## src/logic/poc_map.vh

```
// Register offsets, field positions, reset values and timing counts of the proximity offset calibration block.
`ifndef POC_MAP_VH
`define POC_MAP_VH
// ----------------------------------------------------------------------------
// Register offsets
// ----------------------------------------------------------------------------
`define POC_ADDR_OFFSET_MAG  8'hc0
`define POC_ADDR_OFFSET_SIGN 8'hc1
`define POC_ADDR_CALIB_CTRL  8'hd7
`define POC_ADDR_CALIB_CFG   8'hd9
`define POC_ADDR_CALIB_STAT  8'hdc
`define POC_ADDR_INT_EN      8'hdd
`define POC_ADDR_MAVG        8'hb3
`define POC_ADDR_LOT_LOW     8'he5
// ----------------------------------------------------------------------------
// Field positions
// ----------------------------------------------------------------------------
`define POC_CTRL_START_BIT   0
`define POC_CTRL_ELEC_BIT    5
`define POC_CFG_AUTO_BIT     3
`define POC_STAT_DEC_BIT     2
`define POC_STAT_DONE_BIT    0
`define POC_IEN_MODE_BIT     5
`define POC_IEN_PROX_BIT     4
`define POC_IEN_SAT_BIT      3
`define POC_IEN_CAL_BIT      2
`define POC_IEN_ZERO_BIT     1
// ----------------------------------------------------------------------------
// Reset values
// ----------------------------------------------------------------------------
`define POC_RST_CALIB_CFG    8'h50
`define POC_RST_CALIB_CTRL   8'h00
`define POC_RST_CALIB_STAT   8'h00
`define POC_RST_INT_EN       8'h00
`define POC_RST_MAVG         8'h00
`define POC_LOT_LOW_VALUE    8'h5a
// ----------------------------------------------------------------------------
// Timing
// ----------------------------------------------------------------------------
`define POC_CLK_MHZ          50
`define POC_SETTLE_NS        200
`define POC_SETTLE_CYC       ((`POC_SETTLE_NS * `POC_CLK_MHZ + 999) / 1000)
`endif

```

## src/logic/poc_calib.v

```verilog
// Proximity offset calibration, sample averaging and interrupt enable logic.
`include "poc_map.vh"
module poc_calib (
  // Clock and reset.
  input  wire        clk,
  input  wire        srst,
  // Register port.
  input  wire        reg_wr,
  input  wire        reg_rd,
  input  wire [7:0]  reg_addr,
  input  wire [7:0]  reg_wdata,
  output reg  [7:0]  reg_rdata_q,
  // Front end: sample request, raw sample with offset applied, sample strobe.
  output reg         sample_req_q,
  output reg         photodiode_connect_q,
  input  wire [9:0]  adc_sample,
  input  wire        adc_valid,
  // Hardware averaged value and whether it goes to the moving filter.
  output reg  [9:0]  avg_out_q,
  output reg         avg_valid_q,
  output reg         avg_to_filter_q,
  // Proximity result from the filter stage and status inputs.
  input  wire [9:0]  proximity_result,
  input  wire        proximity_result_valid,
  input  wire        prox_event,
  input  wire        sat_event,
  input  wire        zero_event,
  input  wire        calibration_irq_clear,
  // Offset and status outputs.
  output reg  [7:0]  offset_magnitude_q,
  output reg         offset_sign_q,
  output reg         calibration_irq_status_q,
  output reg         proximity_irq_status_q,
  output reg         irq_n_q,
  output reg         calib_busy_q
);
  // --------------------------------------------------------------------------
  // Functions
  // --------------------------------------------------------------------------
  // Target value for a search code: two to the code plus two, minus one.
  function [9:0] target_of;
    input [2:0] code;
    begin
      target_of = (10'h004 << code) - 10'h001;
    end
  endfunction

  // Number of samples averaged, as a shift amount (0 means one sample).
  function [2:0] shift_of;
    input [2:0] code;
    begin
      shift_of = code;
    end
  endfunction

  // --------------------------------------------------------------------------
  // Registers
  // --------------------------------------------------------------------------
  localparam ST_IDLE = 2'h0;
  localparam ST_MEAS = 2'h1;
  localparam ST_EVAL = 2'h2;
  localparam ST_DONE = 2'h3;

  reg  [7:0]  cfg_q;          // Target code, auto decrement, average count.
  reg  [7:0]  ctrl_q;         // Calibration control, start and type.
  reg  [7:0]  ien_q;          // Interrupt enables and proximity mode.
  reg  [7:0]  mavg_q;         // Moving average select in bits 1:0.
  reg         dec_flag_q;     // Offset decremented flag.
  reg  [1:0]  state_q;        // Calibration sequencer state.
  reg  [3:0]  bit_q;          // Search step; 8 is the sign step.
  reg  [7:0]  trial_q;        // Trial magnitude during the search.
  reg         trial_sign_q;   // Trial sign during the search.
  reg  [7:0]  smp_cnt_q;      // Samples taken in the current average.
  reg  [16:0] acc_q;          // Sample accumulator.
  reg         prox_level_q;   // Last proximity event level, for state mode.
  reg         auto_en_prev_q; // Previous auto decrement enable.

  wire [7:0]  n_samples = 8'h01 << shift_of(cfg_q[2:0]);
  wire [16:0] acc_sum   = acc_q + {7'h00, adc_sample};
  wire [9:0]  avg_val   = acc_sum[9:0] >> 0;
  wire [16:0] avg_shift = acc_sum >> shift_of(cfg_q[2:0]);
  wire        last_smp  = (smp_cnt_q + 8'h01) == n_samples;
  wire        cal_start = reg_wr && reg_addr == `POC_ADDR_CALIB_CTRL && reg_wdata[`POC_CTRL_START_BIT];
  wire        stat_wr   = reg_wr && reg_addr == `POC_ADDR_CALIB_STAT;
  wire        zero_hit  = proximity_result_valid && proximity_result == 10'h000;

  // --------------------------------------------------------------------------
  // Register writes
  // --------------------------------------------------------------------------
  // Reserved fields are stored as written; the host keeps them at defaults.
  always @(posedge clk) begin
    if (srst) begin
      cfg_q  <= `POC_RST_CALIB_CFG;
      ien_q  <= `POC_RST_INT_EN;
      mavg_q <= `POC_RST_MAVG;
    end else if (reg_wr) begin
      case (reg_addr)
        `POC_ADDR_CALIB_CFG: cfg_q  <= reg_wdata;
        `POC_ADDR_INT_EN:    ien_q  <= reg_wdata;
        `POC_ADDR_MAVG:      mavg_q <= reg_wdata;
        default: ;
      endcase
    end
  end

  // --------------------------------------------------------------------------
  // Calibration sequencer and sample averaging
  // --------------------------------------------------------------------------
  // One measurement per step: the sign step first, then magnitude bits 7 to 0.
  always @(posedge clk) begin
    if (srst) begin
      ctrl_q               <= `POC_RST_CALIB_CTRL;
      state_q              <= ST_IDLE;
      bit_q                <= 4'h0;
      trial_q              <= 8'h00;
      trial_sign_q         <= 1'b0;
      smp_cnt_q            <= 8'h00;
      acc_q                <= 17'h00000;
      sample_req_q         <= 1'b0;
      photodiode_connect_q <= 1'b1;
      avg_out_q            <= 10'h000;
      avg_valid_q          <= 1'b0;
      avg_to_filter_q      <= 1'b0;
      calib_busy_q         <= 1'b0;
    end else begin
      avg_valid_q  <= 1'b0;
      sample_req_q <= 1'b0;
      if (reg_wr && reg_addr == `POC_ADDR_CALIB_CTRL) begin
        ctrl_q <= reg_wdata;
      end
      // Each sample request makes the emitter fire its programmed pulse train.
      if (adc_valid) begin
        if (last_smp) begin
          smp_cnt_q   <= 8'h00;
          acc_q       <= 17'h00000;
          avg_out_q   <= (cfg_q[2:0] == 3'h0) ? avg_val : avg_shift[9:0];
          avg_valid_q <= !calib_busy_q;
          avg_to_filter_q <= mavg_q[1:0] != 2'h0;
        end else begin
          smp_cnt_q    <= smp_cnt_q + 8'h01;
          acc_q        <= acc_sum;
          sample_req_q <= 1'b1;
        end
      end
      case (state_q)
        ST_IDLE: begin
          if (cal_start) begin
            state_q              <= ST_MEAS;
            calib_busy_q         <= 1'b1;
            bit_q                <= 4'h8;
            trial_q              <= 8'h00;
            trial_sign_q         <= 1'b0;
            sample_req_q         <= 1'b1;
            photodiode_connect_q <= !reg_wdata[`POC_CTRL_ELEC_BIT];
          end
        end
        ST_MEAS: begin
          // Result arrives with the trial offset applied by the front end.
          if (proximity_result_valid) begin
            state_q <= ST_EVAL;
          end
        end
        ST_EVAL: begin
          // More offset is needed on that bit when the result is too high while subtracting, or too low while adding.
          if (bit_q == 4'h8) begin
            trial_sign_q <= proximity_result < target_of(cfg_q[7:5]);
            trial_q      <= 8'h80;
            bit_q        <= 4'h7;
            state_q      <= ST_MEAS;
            sample_req_q <= 1'b1;
          end else begin
            if (trial_sign_q ? (proximity_result > target_of(cfg_q[7:5]))
                             : (proximity_result < target_of(cfg_q[7:5]))) begin
              trial_q[bit_q[2:0]] <= 1'b0;
            end
            if (bit_q == 4'h0) begin
              state_q <= ST_DONE;
            end else begin
              trial_q[bit_q[2:0] - 3'h1] <= 1'b1;
              bit_q        <= bit_q - 4'h1;
              state_q      <= ST_MEAS;
              sample_req_q <= 1'b1;
            end
          end
        end
        ST_DONE: begin
          state_q              <= ST_IDLE;
          calib_busy_q         <= 1'b0;
          photodiode_connect_q <= 1'b1;
          ctrl_q[`POC_CTRL_START_BIT] <= 1'b0;
        end
        default: state_q <= ST_IDLE;
      endcase
    end
  end

  // --------------------------------------------------------------------------
  // Offset registers and automatic decrement
  // --------------------------------------------------------------------------
  // The search drives the trial value; the final one is kept at completion.
  always @(posedge clk) begin
    if (srst) begin
      offset_magnitude_q <= 8'h00;
      offset_sign_q      <= 1'b0;
    end else if (state_q == ST_DONE) begin
      offset_magnitude_q <= trial_q;
      offset_sign_q      <= trial_sign_q;
    end else if (calib_busy_q) begin
      offset_magnitude_q <= trial_q;
      offset_sign_q      <= trial_sign_q;
    end else if (cfg_q[`POC_CFG_AUTO_BIT] && zero_hit && offset_magnitude_q != 8'h00) begin
      offset_magnitude_q <= offset_magnitude_q - 8'h01;
    end else if (reg_wr && reg_addr == `POC_ADDR_OFFSET_MAG) begin
      offset_magnitude_q <= reg_wdata;
    end else if (reg_wr && reg_addr == `POC_ADDR_OFFSET_SIGN) begin
      offset_sign_q <= reg_wdata[0];
    end
  end

  // --------------------------------------------------------------------------
  // Status flags
  // --------------------------------------------------------------------------
  // Hardware set wins over a clear arriving in the same cycle.
  always @(posedge clk) begin
    if (srst) begin
      dec_flag_q               <= 1'b0;
      calibration_irq_status_q <= 1'b0;
      auto_en_prev_q           <= 1'b0;
    end else begin
      auto_en_prev_q <= cfg_q[`POC_CFG_AUTO_BIT];
      if (!calib_busy_q && cfg_q[`POC_CFG_AUTO_BIT] && zero_hit && offset_magnitude_q != 8'h00) begin
        dec_flag_q <= 1'b1;
      end else if (!cfg_q[`POC_CFG_AUTO_BIT] ||
                   (stat_wr && reg_wdata[`POC_STAT_DEC_BIT])) begin
        dec_flag_q <= 1'b0;
      end
      if (state_q == ST_DONE) begin
        calibration_irq_status_q <= 1'b1;
      end else if (calibration_irq_clear) begin
        calibration_irq_status_q <= 1'b0;
      end
    end
  end

  // --------------------------------------------------------------------------
  // Proximity status and interrupt output
  // --------------------------------------------------------------------------
  // Level mode sets while the event stands; state mode sets only on a change.
  always @(posedge clk) begin
    if (srst) begin
      prox_level_q           <= 1'b0;
      proximity_irq_status_q <= 1'b0;
      irq_n_q                <= 1'b1;
    end else begin
      prox_level_q <= prox_event;
      if (ien_q[`POC_IEN_MODE_BIT] ? (prox_event != prox_level_q) : prox_event) begin
        proximity_irq_status_q <= 1'b1;
      end else if (calibration_irq_clear) begin
        proximity_irq_status_q <= 1'b0;
      end
      irq_n_q <= !((ien_q[`POC_IEN_PROX_BIT] && proximity_irq_status_q) ||
                   (ien_q[`POC_IEN_SAT_BIT]  && sat_event) ||
                   (ien_q[`POC_IEN_CAL_BIT]  && calibration_irq_status_q) ||
                   (ien_q[`POC_IEN_ZERO_BIT] && zero_event));
    end
  end

  // --------------------------------------------------------------------------
  // Register reads
  // --------------------------------------------------------------------------
  always @(posedge clk) begin
    if (srst) begin
      reg_rdata_q <= 8'h00;
    end else if (reg_rd) begin
      case (reg_addr)
        `POC_ADDR_CALIB_CFG:   reg_rdata_q <= cfg_q;
        `POC_ADDR_CALIB_CTRL:  reg_rdata_q <= ctrl_q;
        `POC_ADDR_CALIB_STAT:  reg_rdata_q <= {5'h00, dec_flag_q, 1'b0, calibration_irq_status_q};
        `POC_ADDR_INT_EN:      reg_rdata_q <= ien_q;
        `POC_ADDR_MAVG:        reg_rdata_q <= mavg_q;
        `POC_ADDR_OFFSET_MAG:  reg_rdata_q <= offset_magnitude_q;
        `POC_ADDR_OFFSET_SIGN: reg_rdata_q <= {7'h00, offset_sign_q};
        `POC_ADDR_LOT_LOW:     reg_rdata_q <= `POC_LOT_LOW_VALUE;
        default:               reg_rdata_q <= 8'h00;
      endcase
    end
  end
endmodule // poc_calib

```

## config.mk

```make
export PLATFORM = sky130hd
export DESIGN_NAME = poc_calib
export DESIGN_NICKNAME = d
export VERILOG_FILES = /design/src/logic/poc_calib.v
export VERILOG_INCLUDE_DIRS = /design/src /design/src/logic
export SDC_FILE = /design/constraint.sdc
export NUM_CORES = 1
export LEC_CHECK = 0
export ABC_AREA = 1
export BUFFER_PORTS_ARGS = -buffer_cell sky130_fd_sc_hd__buf_4
export CORE_ASPECT_RATIO = 0.8
export CORE_MARGIN = 5
export CORE_UTILIZATION = 59
export DETAILED_ROUTE_END_ITERATION = 6
export PLACE_DENSITY = 0.92
export SYNTH_ARGS = -nofsm -noshare
export SYNTH_HDL_FRONTEND = slang
export SYNTH_SLANG_ARGS = --single-unit
```

## constraint.sdc

```tcl
create_clock -name clk -period 3.35 [get_ports clk]
set_input_delay 0.335 -clock clk [delete_from_list [all_inputs] [get_ports clk]]
set_output_delay 0.335 -clock clk [all_outputs]
set_load 0.01 [all_outputs]
```

==> reports/metrics.cfg <==
[outcome]
status = finished with violations
violations = DRC

[cts]
root_buffer = clkbuf_16
insertion_delay_ns = 0.35
cts_resized = 0
clockBufferDepth = 2
numCtsBuffers = 9
post-cts-setup-buffers = 0
cts_tree = built
cts_hold_buf = 0
clkTransAtPathRegs_ns = 0.07
htree_levels = 3
cts.sink_count = 109

[sta]
whs_ns = 0.221
slew_viol_final = 0
max_freq_ghz = 0.351
setup_viol = 0
maxSlewHeadroom_pct = 32.6
finClkSkew_ns = 0.00991
rsz0062_at_grt = false
setup_tns_ns = 0
tightestPinTransition_ns = 1.01
hold_viol_final = 0
timing.final.crit_share_pct = 85.1
post-route-min-period_ns = 2.85

[power]
vdd.ir_drop.worst_v = 0.000319
power.leakage_nw = 3.44
total_power_mw = 2.93
power_density_mw_per_mm2 = 375

[cells_and_area]
reg_top3 = acc_q: 17 flops, avg_out_q: 10 flops
stdcell_count = 1272
nets = 1190
regMostFlops = acc_q
finish.utilization_pct = 68.2
largest_register_ffs = 17
area_delta_synth_final_pct = 13.5
insertedDiodeCount = 0
drive_above_1_share_pct = 10.9

[routing]
routed_wl_um = 19400
via_per_inst = 5.83
top_layer_used = met4
drt-met1-wl_um = 8460
num_vias = 7410
route.detailed.drc = 15
dr_wl_met2_um = 8120
drt_iter0_drc = 720
avgRoutedWirePerCell_um = 15.2
wl_met3_um = 2280
dr.pass1.iters = 7
final_antenna_net_count = 0

[worst_setup_path]
worst_r2r_endpoint = trial_q[5]
r2r_start = cfg_q[7]
required_ns = 3.54
end_kind = flip-flop
r2r_cells = 16
crit_arrival_ns = 3.05
r2r_slack_ns = 0.50
startpoint_type = flip-flop
cp_max_fo = 8
crit_type = flip-flop to flip-flop

[yosys]
synth_fa_ha_area_share_pct = 4.46
syn-num-nets = 1136
synthMuxAreaShare_pct = 0
asyncSetResetFlopFracSynth_pct = 0
ys_ff_latch = 109
synth_cell_type_count = 51
syn_inst = 1066
synth_xor_area_share_pct = 2.78
synthFlopType = dfxtp_1
ys_seq_area_share_pct = 31.6
synth_edf_count = 0
synth-compound-area-share_pct = 16.7
synth.avg_cell_area_um2 = 6.47
syn_area_mm2 = 0.00690
synth_top_family_by_area = simple AND/OR/NAND/NOR gates
synth-simple-area-share_pct = 34.0
yosysWarnings = 0

[global_routing]
grt_overflow = 0
grt_pass1_vias = 6723
grt_max_degree = 78
grt_pass1_wl_um = 31500
grt_use_total_pct = 27.6
antenna_found_initial = 0

[hold_path]
hold_path_end = prox_level_q
holdCritStartpoint = prox_event
hp-class = input port to flip-flop
hold_depth = 3

[floorplan]
row_count = 35
die_h_um = 107
dieArea_mm2 = 0.0140
io_pins = 81
core_mm2 = 0.0115
die_w_um = 131
start_util_pct = 60.1

[placement]
io_buffers = 80
dpl.hpwl_um = 14500
gp_congestion = 0.979
dp.cells = 1257

[run]
cap_violations = 0

[layout by cell type, fill, tap and decap left out, types with 3 or more instances in the layout]
cell type | Yosys | layout
xor2_1 | 13 | 13
or2_2 | 4 | 4
and2_1 | 3 | 3
nand3b_1 | 6 | 6
inv_1 | 134 | 134
nor2_2 | 5 | 5
a31oi_1 | 4 | 4
nand2_2 | 3 | 3
buf_4 | 2 | 82
ha_1 | 23 | 23
o211ai_1 | 7 | 7
nand4_1 | 18 | 18
nor4_1 | 3 | 3
nor3_1 | 12 | 12
nor2_1 | 84 | 84
o21ai_0 | 56 | 56
a22oi_1 | 3 | 3
dfxtp_1 | 109 | 109
nand3_1 | 116 | 116
inv_2 | 4 | 4
a21oi_1 | 92 | 92
o21ai_1 | 6 | 6
o21a_1 | 3 | 3
xnor2_1 | 7 | 7
o22ai_1 | 10 | 10
clkbuf_16 | 0 | 9
a211oi_1 | 9 | 9
nand2_1 | 265 | 265
o31ai_1 | 3 | 3
a221oi_1 | 3 | 3
[synth_stat cells, types with 9 or more instances]
library cell	number	area (um^2)
xor2_1	13	114
nor2_1	84	315
o22ai_1	10	62.6
nand4_1	18	113
clkbuf_1	23	86.3
ha_1	23	288
a211oi_1	9	67.6
nand2_1	265	995
nand3_1	116	581
o21ai_0	56	280
inv_1	134	503
nor3_1	12	60.1
a21oi_1	92	460
dfxtp_1	109	2180
[layer usage]
| metal | global-route usage, % | vias to the layer above |
|---|---|---|
| met3 | 7.57 | 56 |
| li1 | - | 3634 |
| met2 | 40.1 | 431 |
| met5 | 0 | - |
| met4 | 9.69 | 0 |
| met1 | 39.2 | 3289 |
[where the power goes]
| part | total [mW] | switching, mW | internal (mW) | leakage [nW] |
|---|---|---|---|---|
| clock network | 1.17 | 0.474 | 0.694 | 0.159 |
| logic | 0.415 | 0.258 | 0.157 | 2.40 |
| registers | 1.35 | 0.0219 | 1.33 | 0.881 |
| total | 2.93 | 0.754 | 2.18 | 3.44 |
[critical path, cell delays in order (launching register included)]
cell	delay [ns]
dfxtp_1	0.40
inv_1	0.14
nand2_1	0.12
ha_1	0.18
o21ai_0	0.15
a21oi_1	0.20
xor2_1	0.21
ha_1	0.26
nand2_1	0.09
o21a_1	0.18
nand2_1	0.06
nand2_1	0.05
nand3_1	0.21
o21ai_0	0.24
nand2_1	0.07
nand2_1	0.07
a21oi_1	0.06
[stage by stage]
| stage | setup slack, ns | area [um^2] |
|---|---|---|
| 2_1_floorplan | 1.03 | 6900 |
| 3_3_place_gp | 0.754 | 7500 |
| 3_5_place_dp | 0.580 | 7500 |
| 4_1_cts | 0.553 | 7830 |
| 5_1_grt | 0.168 | 7830 |
| 6_report | 0.498 | 7830 |
[worst max path at each step]
stage | start | to | slack (ns) | cells past startpoint
finish | cfg_q[7] | trial_q[5] | 0.50 | 16
global route | cfg_q[7] | trial_q[5] | 0.17 | 16
CTS | cfg_q[7] | trial_q[5] | 0.55 | 16
detailed placement | cfg_q[7] | trial_q[1] | 0.58 | 16
global placement | cfg_q[7] | trial_q[1] | 0.75 | 16
floorplan | cfg_q[7] | trial_q[0] | 1.03 | 16
[kinds of logic after synthesis]
kind of cell / after synthesis
flops: 109
fa+ha+maj: 24
buf+inv: 177
xor+xnor: 21
other cells: 1
simple gates: 529
compound gates: 205
[cell type report]
cell class | instances | area, um^2
clock buffers | 12 | 256
fillers | 1038 | 3640
clock inverters | 3 | 68.8
inverters | 138 | 518
well taps | 148 | 185
multi-input cells | 780 | 4000
flip-flops and latches | 109 | 2180
repair buffers | 82 | 616
Note: power is estimated with default switching activity, not from simulation.
